--- config.mk ---
export PLATFORM = sky130hd
export DESIGN_NAME = nand_host
export DESIGN_NICKNAME = d
export VERILOG_FILES = /design/src/nand_host_pkg.sv /design/src/nand_host.sv
export SDC_FILE = /design/constraint.sdc
export NUM_CORES = 1
export LEC_CHECK = 0
export BUFFER_PORTS_ARGS = -buffer_cell sky130_fd_sc_hd__buf_2
export CAP_MARGIN = 30
export CORE_ASPECT_RATIO = 0.7
export CORE_UTILIZATION = 59
export DETAILED_ROUTE_END_ITERATION = 7
export PLACE_DENSITY = 0.8
export SYNTH_ARGS = -nofsm -noshare
export SYNTH_HDL_FRONTEND = slang
export SYNTH_SLANG_ARGS = --single-unit
--- constraint.sdc ---
create_clock -name i_clk -period 4.2 [get_ports i_clk]
set_input_delay 0.42 -clock i_clk [delete_from_list [all_inputs] [get_ports i_clk]]
set_output_delay 0.42 -clock i_clk [all_outputs]
set_load 0.05 [all_outputs]
--- src/nand_host_pkg.sv ---
// shared constants and types of the nand bus host controller
package nand_host_pkg;
  // *****************************************************
  // timing
  // *****************************************************
  localparam int CLK_NS    = 5;    // 200 MHz system clock
  localparam int STROBE_NS = 25;   // each strobe phase, low and high
  localparam int TWB_NS    = 100;  // strobe to busy assertion
  localparam int TWHR_NS   = 60;   // turnaround before reading
  localparam int SYNC_CYC  = 2;    // pin synchroniser latency
  // least times round up
  localparam logic [7:0] STROBE_CYC =
    8'((STROBE_NS + CLK_NS - 1) / CLK_NS);
  localparam logic [7:0] WB_CYC   = 8'((TWB_NS + CLK_NS - 1) / CLK_NS);
  localparam logic [7:0] WHR_CYC  = 8'((TWHR_NS + CLK_NS - 1) / CLK_NS);
  // read low time covers the synchroniser delay on returning data
  localparam logic [7:0] RLOW_CYC = 8'(int'(STROBE_CYC) + SYNC_CYC);
  localparam int FIFO_DEPTH = 8;
  // *****************************************************
  // opcodes
  // *****************************************************
  localparam logic [7:0] OPC_READ1   = 8'h00;
  localparam logic [7:0] OPC_READ2   = 8'h30;
  localparam logic [7:0] OPC_READ_ID = 8'h90;
  localparam logic [7:0] OPC_STATUS  = 8'h70;
  localparam logic [7:0] OPC_RESET   = 8'hFF;
  localparam logic [7:0] OPC_PROG1   = 8'h80;
  localparam logic [7:0] OPC_PROG2   = 8'h10;
  localparam logic [7:0] OPC_ERASE1  = 8'h60;
  localparam logic [7:0] OPC_ERASE2  = 8'hD0;
  localparam logic [7:0] ID_ADDR     = 8'h00;  // id address cycle
  localparam logic [11:0] ID_LEN     = 12'h005; // id bytes read
  localparam logic [11:0] STATUS_LEN = 12'h001;
  // address cycle indices
  localparam logic [2:0] ADDR_FIRST = 3'h0;
  localparam logic [2:0] ROW_FIRST  = 3'h2;
  localparam logic [2:0] ADDR_LAST  = 3'h4;
  // *****************************************************
  // types
  // *****************************************************
  typedef enum logic [2:0] {
    OP_PAGE_READ, OP_PROGRAM, OP_ERASE, OP_STATUS, OP_READ_ID, OP_RESET
  } op_e;
  typedef struct packed {
    op_e         op;
    logic [11:0] col;   // column, bit 11 unused in word mode
    logic [17:0] row;   // row, plane select is row bit 6
    logic [11:0] len;   // words moved by read or program, at least 1
  } cmd_s;
endpackage

--- src/nand_host.sv ---
// nand bus host controller with its program data fifo
`timescale 1ns/100ps
// What this block does
// - bytes latched on write strobe rising edge
// - host drives io only for input cycles
// - byte mode: 12 column, 18 row bits
// - word mode: 11 column, upper byte low
// - unused address bits driven low
// - latch inputs decode cycle kind
// - only defined opcodes are ever issued

// *****************************************************
// fifo
// *****************************************************
module nand_fifo #(
  parameter int W     = 8,
  parameter int DEPTH = 8
) (
  input  wire logic         i_clk,
  input  wire logic         i_reset,
  input  wire logic         i_valid,   // fill side
  output logic              o_ready,
  input  wire logic [W-1:0] i_data,
  output logic              o_valid,   // drain side
  input  wire logic         i_ready,
  output logic [W-1:0]      o_data
);
  localparam int AW = $clog2(DEPTH);
  logic [W-1:0]  mem_r [DEPTH];   // storage
  logic [AW-1:0] wp_r, wp_nxt;    // write pointer
  logic [AW-1:0] rp_r, rp_nxt;    // read pointer
  logic [AW:0]   cnt_r, cnt_nxt;  // fill level
  logic          push, pop;
  assign o_ready = (cnt_r != (AW+1)'(DEPTH));
  assign o_valid = (cnt_r != '0);
  assign o_data  = mem_r[rp_r];
  assign push    = i_valid && o_ready;
  assign pop     = o_valid && i_ready;
  // pointers wrap at depth, which need not be a power of two
  always_comb begin
    wp_nxt  = push ? ((wp_r == AW'(DEPTH-1)) ? '0 : wp_r + 1'b1) : wp_r;
    rp_nxt  = pop ? ((rp_r == AW'(DEPTH-1)) ? '0 : rp_r + 1'b1) : rp_r;
    cnt_nxt = cnt_r + (AW+1)'(push) - (AW+1)'(pop);
  end
  always_ff @(posedge i_clk or posedge i_reset) begin
    if (i_reset) begin
      wp_r  <= '0;
      rp_r  <= '0;
      cnt_r <= '0;
    end else begin
      wp_r  <= wp_nxt;
      rp_r  <= rp_nxt;
      cnt_r <= cnt_nxt;
    end
  end
  // storage has no reset; words are read only after being written
  always_ff @(posedge i_clk) begin
    if (push) begin
      mem_r[wp_r] <= i_data;
    end
  end
endmodule // nand_fifo

// *****************************************************
// controller
// *****************************************************
module nand_host import nand_host_pkg::*; #(
  parameter int IO_W = 8   // 8 for byte bus, 16 for word bus
) (
  input  wire logic            i_clk,
  input  wire logic            i_reset,
  input  wire logic            i_cmd_valid,   // operation request
  output logic                 o_cmd_ready,
  input  wire cmd_s            i_cmd,
  output logic                 o_done,        // operation finished
  input  wire logic            i_wr_valid,    // program data in
  output logic                 o_wr_ready,
  input  wire logic [IO_W-1:0] i_wr_data,
  output logic                 o_rd_valid,    // read data out
  output logic [IO_W-1:0]      o_rd_data,
  output logic                 o_ce_n,        // chip select
  output logic                 o_cle,         // command latch
  output logic                 o_ale,         // address latch
  output logic                 o_we_n,        // write strobe
  output logic                 o_read_strobe_n,
  output logic                 o_wp_n,        // write protect
  output logic [IO_W-1:0]      o_io_out,
  output logic                 o_io_oe,       // high while host drives
  input  wire logic [IO_W-1:0] i_io_in,
  input  wire logic            i_ready_busy_n
);
  typedef enum {
    S_IDLE, S_CMD1, S_ADDR, S_WFETCH, S_WDATA, S_CMD2,
    S_WB, S_BUSY, S_GAP, S_RDATA, S_DONE
  } state_e;

  localparam logic WIDE = (IO_W == 16);

  state_e          state_r, state_nxt;
  cmd_s            cmd_r, cmd_nxt;       // operation in progress
  logic [7:0]      cnt_r, cnt_nxt;       // phase timer, counts down
  logic            ph_r, ph_nxt;         // 0 strobe low, 1 strobe high
  logic [2:0]      idx_r, idx_nxt;       // address cycle index
  logic [11:0]     len_r, len_nxt;       // words left
  logic            ce_n_r, ce_n_nxt;
  logic            cle_r, cle_nxt;
  logic            ale_r, ale_nxt;
  logic            we_n_r, we_n_nxt;
  logic            re_n_r, re_n_nxt;
  logic            wp_n_r, wp_n_nxt;
  logic            oe_r, oe_nxt;
  logic [IO_W-1:0] io_r, io_nxt;
  logic [IO_W-1:0] rd_r, rd_nxt;
  logic            rdv_r, rdv_nxt;
  logic            done_r, done_nxt;
  logic            rb_s1_r, rb_s2_r;     // ready/busy synchroniser
  logic [IO_W-1:0] io_s1_r, io_s2_r;     // return data synchroniser
  logic            fifo_valid;
  logic [IO_W-1:0] fifo_data;
  logic            fifo_pop;
  logic            wcyc_done;            // write strobe cycle over
  logic            tmr_zero;

  assign tmr_zero  = (cnt_r == 8'h00);
  assign wcyc_done = ph_r && tmr_zero;
  assign fifo_pop  = (state_r == S_WFETCH);
  assign o_cmd_ready = (state_r == S_IDLE);

  nand_fifo #(.W(IO_W), .DEPTH(FIFO_DEPTH)) u_fifo (
    .i_clk   (i_clk),
    .i_reset (i_reset),
    .i_valid (i_wr_valid),
    .o_ready (o_wr_ready),
    .i_data  (i_wr_data),
    .o_valid (fifo_valid),
    .i_ready (fifo_pop),
    .o_data  (fifo_data)
  );

  // address byte for cycle k; unused positions are zero
  function automatic logic [7:0] addr_byte(input cmd_s c,
                                           input logic [2:0] k);
    logic [7:0] b;
    b = 8'h00;
    if (c.op == OP_READ_ID) begin
      b = ID_ADDR;
    end else begin
      unique case (k)
        3'h0: b = c.col[7:0];
        3'h1: b = WIDE ? {5'h00, c.col[10:8]}
                       : {4'h0, c.col[11:8]};
        3'h2: b = c.row[7:0];     // plane select rides in bit 6
        3'h3: b = c.row[15:8];
        default: b = {6'h00, c.row[17:16]};
      endcase
    end
    return b;
  endfunction

  // *****************************************************
  // sequencer
  // *****************************************************
  // one always_comb holds the whole pin sequence; the opcodes come
  // only from the package constants, so nothing undefined goes out
  always_comb begin
    state_nxt = state_r;
    cmd_nxt   = cmd_r;
    cnt_nxt   = tmr_zero ? cnt_r : cnt_r - 8'h01;
    ph_nxt    = ph_r;
    idx_nxt   = idx_r;
    len_nxt   = len_r;
    ce_n_nxt  = ce_n_r;
    cle_nxt   = cle_r;
    ale_nxt   = ale_r;
    we_n_nxt  = we_n_r;
    re_n_nxt  = re_n_r;
    wp_n_nxt  = wp_n_r;
    oe_nxt    = oe_r;
    io_nxt    = io_r;
    rd_nxt    = rd_r;
    rdv_nxt   = 1'b0;
    done_nxt  = 1'b0;
    // end of low half of any write cycle: rising edge latches
    if (!ph_r && tmr_zero && !we_n_r) begin
      we_n_nxt = 1'b1;
      ph_nxt   = 1'b1;
      cnt_nxt  = STROBE_CYC - 8'h01;
    end
    unique case (state_r)
      S_IDLE: begin
        if (i_cmd_valid) begin
          cmd_nxt  = i_cmd;
          ce_n_nxt = 1'b0;
          // protect stays on unless the array is written
          wp_n_nxt = (i_cmd.op == OP_PROGRAM) || (i_cmd.op == OP_ERASE);
          len_nxt  = (i_cmd.op == OP_READ_ID) ? ID_LEN
                   : (i_cmd.op == OP_STATUS) ? STATUS_LEN : i_cmd.len;
          idx_nxt  = (i_cmd.op == OP_ERASE) ? ROW_FIRST : ADDR_FIRST;
          // plain openers only: no random data moves, no copy-back and
          // nothing outside the defined set is ever sent
          unique case (i_cmd.op)
            OP_PAGE_READ: io_nxt = IO_W'(OPC_READ1);
            OP_PROGRAM:   io_nxt = IO_W'(OPC_PROG1);
            OP_ERASE:     io_nxt = IO_W'(OPC_ERASE1);
            OP_STATUS:    io_nxt = IO_W'(OPC_STATUS);
            OP_READ_ID:   io_nxt = IO_W'(OPC_READ_ID);
            OP_RESET:     io_nxt = IO_W'(OPC_RESET);
          endcase
          cle_nxt   = 1'b1;
          ale_nxt   = 1'b0;
          oe_nxt    = 1'b1;
          we_n_nxt  = 1'b0;
          ph_nxt    = 1'b0;
          cnt_nxt   = STROBE_CYC - 8'h01;
          state_nxt = S_CMD1;
        end
      end
      S_CMD1, S_ADDR: begin
        if (wcyc_done) begin
          if (state_r == S_ADDR && (idx_r == ADDR_LAST ||
              cmd_r.op == OP_READ_ID)) begin
            // address complete
            cle_nxt = 1'b0;
            ale_nxt = 1'b0;
            if (cmd_r.op == OP_PROGRAM) begin
              state_nxt = S_WFETCH;
            end else if (cmd_r.op == OP_READ_ID) begin
              oe_nxt    = 1'b0;
              cnt_nxt   = WHR_CYC - 8'h01;
              state_nxt = S_GAP;
            end else begin
              cle_nxt   = 1'b1;
              io_nxt    = (cmd_r.op == OP_ERASE) ? IO_W'(OPC_ERASE2)
                                                 : IO_W'(OPC_READ2);
              we_n_nxt  = 1'b0;
              ph_nxt    = 1'b0;
              cnt_nxt   = STROBE_CYC - 8'h01;
              state_nxt = S_CMD2;
            end
          end else if (state_r == S_CMD1 && (cmd_r.op == OP_STATUS ||
                       cmd_r.op == OP_RESET)) begin
            cle_nxt = 1'b0;
            if (cmd_r.op == OP_STATUS) begin
              oe_nxt    = 1'b0;
              cnt_nxt   = WHR_CYC - 8'h01;
              state_nxt = S_GAP;
            end else begin
              oe_nxt    = 1'b0;
              cnt_nxt   = WB_CYC - 8'h01;
              state_nxt = S_WB;
            end
          end else begin
            // next address cycle
            if (state_r == S_ADDR) begin
              idx_nxt = idx_r + 3'h1;
            end
            cle_nxt   = 1'b0;
            ale_nxt   = 1'b1;
            io_nxt    = IO_W'(addr_byte(cmd_r,
                          (state_r == S_ADDR) ? idx_r + 3'h1 : idx_r));
            we_n_nxt  = 1'b0;
            ph_nxt    = 1'b0;
            cnt_nxt   = STROBE_CYC - 8'h01;
            state_nxt = S_ADDR;
          end
        end
      end
      S_WFETCH: begin
        // stalls here while the fifo is empty
        if (fifo_valid) begin
          io_nxt    = fifo_data;     // both latches low: data input
          we_n_nxt  = 1'b0;
          ph_nxt    = 1'b0;
          cnt_nxt   = STROBE_CYC - 8'h01;
          state_nxt = S_WDATA;
        end
      end
      S_WDATA: begin
        if (wcyc_done) begin
          len_nxt = len_r - 12'h001;
          if (len_r == 12'h001) begin
            cle_nxt   = 1'b1;
            io_nxt    = IO_W'(OPC_PROG2);
            we_n_nxt  = 1'b0;
            ph_nxt    = 1'b0;
            cnt_nxt   = STROBE_CYC - 8'h01;
            state_nxt = S_CMD2;
          end else begin
            state_nxt = S_WFETCH;
          end
        end
      end
      S_CMD2: begin
        if (wcyc_done) begin
          cle_nxt   = 1'b0;
          oe_nxt    = 1'b0;
          cnt_nxt   = WB_CYC - 8'h01;
          state_nxt = S_WB;
        end
      end
      S_WB: begin
        // busy is not yet valid until the assertion delay is over
        if (tmr_zero) begin
          state_nxt = S_BUSY;
        end
      end
      S_BUSY: begin
        if (rb_s2_r) begin
          if (cmd_r.op == OP_PAGE_READ) begin
            cnt_nxt   = WHR_CYC - 8'h01;
            state_nxt = S_GAP;
          end else begin
            state_nxt = S_DONE;
          end
        end
      end
      S_GAP: begin
        if (tmr_zero) begin
          re_n_nxt  = 1'b0;
          ph_nxt    = 1'b0;
          cnt_nxt   = RLOW_CYC - 8'h01;
          state_nxt = S_RDATA;
        end
      end
      S_RDATA: begin
        if (tmr_zero && !ph_r) begin
          rd_nxt   = io_s2_r;
          rdv_nxt  = 1'b1;
          re_n_nxt = 1'b1;
          ph_nxt   = 1'b1;
          cnt_nxt  = STROBE_CYC - 8'h01;
        end else if (tmr_zero) begin
          len_nxt = len_r - 12'h001;
          if (len_r == 12'h001) begin
            state_nxt = S_DONE;
          end else begin
            re_n_nxt = 1'b0;
            ph_nxt   = 1'b0;
            cnt_nxt  = RLOW_CYC - 8'h01;
          end
        end
      end
      S_DONE: begin
        ce_n_nxt  = 1'b1;
        wp_n_nxt  = 1'b0;
        done_nxt  = 1'b1;
        state_nxt = S_IDLE;
      end
    endcase
  end

  // *****************************************************
  // registers
  // *****************************************************
  always_ff @(posedge i_clk or posedge i_reset) begin
    if (i_reset) begin
      state_r <= S_IDLE;
      cmd_r   <= '0;
      cnt_r   <= 8'h00;
      ph_r    <= 1'b0;
      idx_r   <= 3'h0;
      len_r   <= 12'h000;
      ce_n_r  <= 1'b1;
      cle_r   <= 1'b0;
      ale_r   <= 1'b0;
      we_n_r  <= 1'b1;
      re_n_r  <= 1'b1;
      wp_n_r  <= 1'b0;
      oe_r    <= 1'b0;
      io_r    <= '0;
      rd_r    <= '0;
      rdv_r   <= 1'b0;
      done_r  <= 1'b0;
      rb_s1_r <= 1'b0;
      rb_s2_r <= 1'b0;
      io_s1_r <= '0;
      io_s2_r <= '0;
    end else begin
      state_r <= state_nxt;
      cmd_r   <= cmd_nxt;
      cnt_r   <= cnt_nxt;
      ph_r    <= ph_nxt;
      idx_r   <= idx_nxt;
      len_r   <= len_nxt;
      ce_n_r  <= ce_n_nxt;
      cle_r   <= cle_nxt;
      ale_r   <= ale_nxt;
      we_n_r  <= we_n_nxt;
      re_n_r  <= re_n_nxt;
      wp_n_r  <= wp_n_nxt;
      oe_r    <= oe_nxt;
      io_r    <= io_nxt;
      rd_r    <= rd_nxt;
      rdv_r   <= rdv_nxt;
      done_r  <= done_nxt;
      rb_s1_r <= i_ready_busy_n;
      rb_s2_r <= rb_s1_r;
      io_s1_r <= i_io_in;
      io_s2_r <= io_s1_r;
    end
  end

  assign o_ce_n          = ce_n_r;
  assign o_cle           = cle_r;
  assign o_ale           = ale_r;
  assign o_we_n          = we_n_r;
  assign o_read_strobe_n = re_n_r;
  assign o_wp_n          = wp_n_r;
  assign o_io_out        = io_r;
  assign o_io_oe         = oe_r;
  assign o_rd_data       = rd_r;
  assign o_rd_valid      = rdv_r;
  assign o_done          = done_r;
endmodule // nand_host

======== After elaboration in Yosys (flattened, before gate mapping) ========
Memory sizes are Yosys's and may differ from the RTL's.
Index checks and enable logic that the tools add are counted.
word-level totals
  bits in registers ....................... 142
  memory bits (writable) .................. 64
  bits of input ports ..................... 66
  output and inout bits ................... 27
  memories ................................ 1
memory list
  memory        words  bits a word  rd ports  clocked after Yosys merged registers in  write ports  RTL line         source
  u_fifo.mem_r  8      8            1         0                                        1            nand_host.sv:29  logic [W-1:0] mem_r [DEPTH];
cells by class
  $add $sub $neg .......................... 7
  equal/unequal tests ..................... 52
  mux-type cells .......................... 128
  reductions and logical operators ........ 38
operators by type and width
  kind                                                 number
  2-to-1 mux 32 bit                                    13
  one-hot mux 32 bit (10 select lines)                 1
  2-to-1 mux 8 bit                                     28
  == test 32 x 3 -> 1 bit (second input constant)      6
  == test 32 x 2 -> 1 bit (second input constant)      3
  == test 32 x 4 -> 1 bit (second input constant)      3
  2-to-1 mux 12 bit                                    6
  logical NOT 32 bit                                   2
  one-hot mux 8 bit (4 select lines)                   2
  one-hot mux 8 bit (8 select lines)                   1
  2-to-1 mux 1 bit                                     51
  one-hot mux 8 bit (6 select lines)                   1
  one-hot mux 12 bit (3 select lines)                  1
  == test 32 x 1 -> 1 bit (second input constant)      1
  inequality test 2 bit (second input constant)        13
  2-to-1 mux 3 bit                                     8
  == test 3 bit (second input constant)                7
  inequality test 3 bit (second input constant)        7
  == test 3 x 2 -> 1 bit (second input constant)       6
  2-to-1 mux 4 bit                                     4
  == test 12 x 1 -> 1 bit (second input constant)      1
  nonzero test 4 bit                                   3
  subtractor 12 x 1 -> 12 bit (second input constant)  1
  AND reduction 11 bit                                 1
  28 further kinds                                     55

======== Depth between registers and ports, before layout ========
  depth after elaboration ................. 9
  depth in mapped cells ................... 10
  depth with buffers taken out ............ 9

======== Hierarchy ========
A second synthesis with hierarchy kept.
unflattened totals
  cell total of the unflattened synthesis .. 783
  area total of the unflattened synthesis .. 9,320.2 um^2
by module, submodules not included
  module     times used  cells each  area each (um^2)
  nand_host  1           633         6,224.7
  nand_fifo  1           150         3,095.5

======== Worst setup path before layout ========
Ideal clock, no wire load.
  path kind ............................... register to register
  from .................................... register idx_r[0]
  to ...................................... register io_r[1], in the netlist o_io_out[1]
  arrival ................................. 2,448 ps
  path slack .............................. 1,618 ps
  cell stages (with the launch flop) ...... 10
  period minus slack after synthesis ...... 2,582 ps
  cells stage by stage .................... dfrtp_1 clkbuf_1 inv_1 ha_1 clkbuf_1 mux4_2 nand2_1 a21oi_1 a2111oi_0 a21oi_1
on the way
  word-level cells in the longest chain between the ends .. 9
ends and longest elaborated chain
  item                                                  RTL line          source
  start, declared                                       nand_host.sv:103  logic [2:0] idx_r, idx_nxt;
  start signal, assigned                                nand_host.sv:383  idx_r <= idx_nxt;
  adder 3 x 1 -> 3 bit                                  nand_host.sv:260  (state_r == S_ADDR) ? idx_r + 3'h1 : idx_r));
  2-to-1 mux 3 bit                                      -
  == test 3 x 2 -> 1 bit, or another cell as far along  nand_host.sv:148  unique case (k)
  one-hot mux 8 bit (4 select lines)                    nand_host.sv:148
  2-to-1 mux 8 bit                                      nand_host.sv:145  if (c.op == OP_READ_ID) begin
  2-to-1 mux 8 bit                                      nand_host.sv:240  end else if (state_r == S_CMD1 && (cmd_r.op == OP_STATUS ||
  2-to-1 mux 8 bit                                      nand_host.sv:220  if (state_r == S_ADDR && (idx_r == ADDR_LAST ||
  2-to-1 mux 8 bit                                      nand_host.sv:219  if (wcyc_done) begin
  one-hot mux 8 bit (4 select lines)                    nand_host.sv:189  unique case (state_r)
  end signal, assigned                                  nand_host.sv:392  io_r <= io_nxt;
  end, declared                                         nand_host.sv:112  logic [IO_W-1:0] io_r, io_nxt;
Several ways; a longest one is shown, not always the timed one. The select of a mux whose other input is x is not followed.
A chain may end at the register's enable or synchronous reset.

======== Worst setup path after layout ========
  from .................................... register state_r[3]
  to ...................................... register u_fifo.cnt_r[2]
on the way
  word-level cells in the longest chain between the ends .. 3
ends and longest elaborated chain
  item                       RTL line          source
  start, declared            nand_host.sv:99   state_e state_r, state_nxt;
  start signal, assigned     nand_host.sv:379  state_r <= state_nxt;
  == test 32 x 3 -> 1 bit    nand_host.sv:126  assign fifo_pop = (state_r == S_WFETCH);
  logical AND 1 bit          nand_host.sv:38   assign pop = o_valid && i_ready;
  net u_fifo.pop             nand_host.sv:33   logic push, pop;
  subtractor 4 x 1 -> 4 bit  nand_host.sv:43   cnt_nxt = cnt_r + (AW+1)'(push) - (AW+1)'(pop);
  net u_fifo.cnt_nxt[2]      nand_host.sv:32   logic [AW:0] cnt_r, cnt_nxt;
  end signal, assigned       nand_host.sv:53   cnt_r <= cnt_nxt;
  end, declared              nand_host.sv:32
The timed path passes the listed nets, and every way through them passes these cells.

==> metrics <==
outcome=complete, no violations; Fin. Hold Viols=0; DP HPWL=~15000 µm; Final Power=between 4 and 5 mW; switching share of total power=a little over a quarter; ranking of synthesized cells by area=dfrtp_1, edfxtp_1, nand2_1; Post-CTS Resized=0; power share of the clock group=39.6%; postcts setup bufs=0; multi-input combinational cell area=approximately 0.0040 mm²; Rows=37; Net Sw Power=1.04 mW; Final Max Tran Viols=0; Netlist cell types=90; cell-internal power=~3 mW; H-tree levels=4; final worst-path cycle share=between 70% and 80%; Critical Path Sink Type=flop; register bit count reported by yosys=178; clock sink count=178; Starting Density=61.1%; Avg Vias per Cell=6.13; Routed WL=21200 µm; CTS tree=yes; cell area after synthesis=0.00908 mm²; first-pass GRT wire length=roughly 34000 µm; max-cap viol count=0; worst slew pin tran=roughly 0.95 ns; Placer Congestion=0.871; layout cell share with drive strength beyond 1=22.3%; fin crit period=2.99 ns; DR vias=6922; async set-reset flop share out of synthesis=64.0%; vias in the first global route=between 6000 and 7000; Avg Cell Area, Syn=10.8 µm²; Synth area leader=dfrtp_1; Overflow after GRT=0; met2 wire len=9670 µm; commonest cells in the synthesized netlist=nand2_1, dfrtp_1, edfxtp_1, nor2_1, a21oi_1; register area=0.00478 mm²; CP Class=flop to flop; HP Class=input pin to async pin; Req. time, crit path=between 4 and 5 ns; Worst Path Max Fanout=26; clock buffer depth=2; WP data arrival=3.32 ns; mean routed wirelength per cell=roughly 19 µm; cts hold-fix bufs=0; RSZ-0062 raised after global routing=false; Synthesis Warnings=0; type of origin of the critical path=flop; highest routed layer=met4; most frequent cell after synthesis=nand2_1; WL met3=1820 µm; die area=0.0159 mm²; f_max=334 MHz; later-pin clock latency in the skew report=0.43 ns; Setup violations, final=0; fillers=1093; Antenna Cells=0; Synth top area share=30.6%; setup_tns=0 ns; nets@finish=1006; pin count of the biggest net entering global routing=55; initial antenna violation count=0; DRC Markers=0; ys flop type=dfrtp_1; sequential share of power=50.2%; Reg clk slew, reported paths=0.08 ns; CTS root buf=clkbuf_16; total iterations of the first detailed-routing run=6; post-synthesis cell count=approximately 840; Cell Pwr Density=388 mW/mm²; combinational fraction of design power=10.2%; Iteration-0 DRC Markers=657; Die Span Y=106 µm; number of synthesized flops with an enable pin=between 60 and 70; skew final=0.0128 ns; share of the yosys chip area belonging to registers=52.6%; Overall Global Routing Usage=between 20 and 30%; Top-Level Pins=a little over 90; M1 WL=9520 µm; worst IR drop on VDD=0.262 mV; total core area=around 0.015 mm²; Die X=between 150 and 200 µm; area delta synth->final=13.5%; input/output buffers=92; max_slew headroom=a little over a third; Leakage=4.40 nW; CTS buffer count=17; Detail Route Antenna Nets=0; syn_nets=924
-- power by group through the flow --
| stage | Sequential, mW | Combinational (mW) | Clock (mW) |
|---|---|---|---|
| after floorplan | 2.02 | 0.267 | 0 |
| after global placement | 2.04 | 0.390 | 0 |
| after detailed placement | 2.04 | 0.404 | 0 |
| after CTS | 2.01 | 0.412 | 1.60 |
| after global routing | 2.02 | 0.461 | 1.67 |
| final | 2.01 | 0.408 | 1.59 |
-- final timing paths --
check | endpoint | cells after the start | from | slack, ns
setup reg to reg | u_fifo.cnt_r[2] | 9 | state_r[3] | 1.21
setup / recovery | u_fifo.cnt_r[2] | 9 | state_r[3] | 1.21
hold / removal | cmd_r[13] | 2 | i_reset | 0.09
hold reg to reg | io_s2_r[7] | 0 | io_s1_r[7] | 0.35
max in group asynchronous | o_read_strobe_n | 3 | i_reset | 3.18
min in group i_clk | io_s1_r[7] | 1 | i_io_in[7] | 0.10
-- per-layer routing --
layer	vias up	global-route usage [%]
li1	3233	-
met1	3323	42.6
met2	347	42.9
met3	19	5.97
met4	0	6.85
met5	-	0
-- placed cells by master (no fill, tap or decap), drive strengths merged, types with 22 or more instances in the layout --
master,n
mux4,22
nand2,136
inv,37
dfrtp,111
edfxtp,64
nor3,25
nor2,60
o21ai,55
a21oi,53
buf,112
-- sequential cells by signal, summed over array words and instances, names as in the netlist, 3 cells and up --
name / count
o_io_out: 8
cmd_r: 33
u_fifo.cnt_r: 4
len_r: 12
u_fifo.rp_r: 3
o_rd_data: 8
idx_r: 3
u_fifo.wp_r: 3
io_s1_r: 8
u_fifo.mem_r: 64
io_s2_r: 8
cnt_r: 8
state_r: 4
-- final cells by class --
cell class | instances | area share (%)
well taps | 195 | 2.37
clock inverters | 14 | 1.63
flip-flops and latches | 178 | 46.3
multi-input cells | 581 | 38.4
inverters | 31 | 1.15
clock buffers | 18 | 4.16
repair buffers | 112 | 5.92
-- per-stage QoR --
stage	setup WS (ns)	hold WS, ns	utilization, %	std cells	area, µm²
3_3_place_gp	1.36	0.332	65.4	1097	9710
3_5_place_dp	1.26	0.337	65.4	1097	9710
4_1_cts	1.23	0.0864	69.4	1129	10300
5_1_grt	0.916	0.0865	69.4	1129	10300
2_1_floorplan	0.769	0.331	-	839	9080
6_report	1.21	0.0914	69.4	1129	10300
-- cells by family (layout without fill, tap and decap cells) --
kind of cell / Yosys count / count (layout) / synth area share, %
buffers and inverters: 80 / 175 / 3.76
flip-flops: 178 / 178 / 52.6
AND/OR/NAND/NOR: 306 / 306 / 17.2
multiplexers: 48 / 48 / 8.50
XOR/XNOR: 13 / 13 / 1.25
adder cells (fa/ha/maj): 19 / 19 / 2.70
AO/OA/AOI/OAI: 195 / 195 / 13.9
-- worst max-delay path, cell delays in order, from the launching register on --
cell	delay [ns]
dfrtp_1	0.36
buf_4	0.22
nand4bb_1	0.54
a21oi_1	0.61
ha_1	0.33
inv_1	0.06
ha_1	0.16
inv_1	0.06
fa_1	0.41
xnor2_1	0.13
No activity file was read; power rests on OpenSTA's default activity.
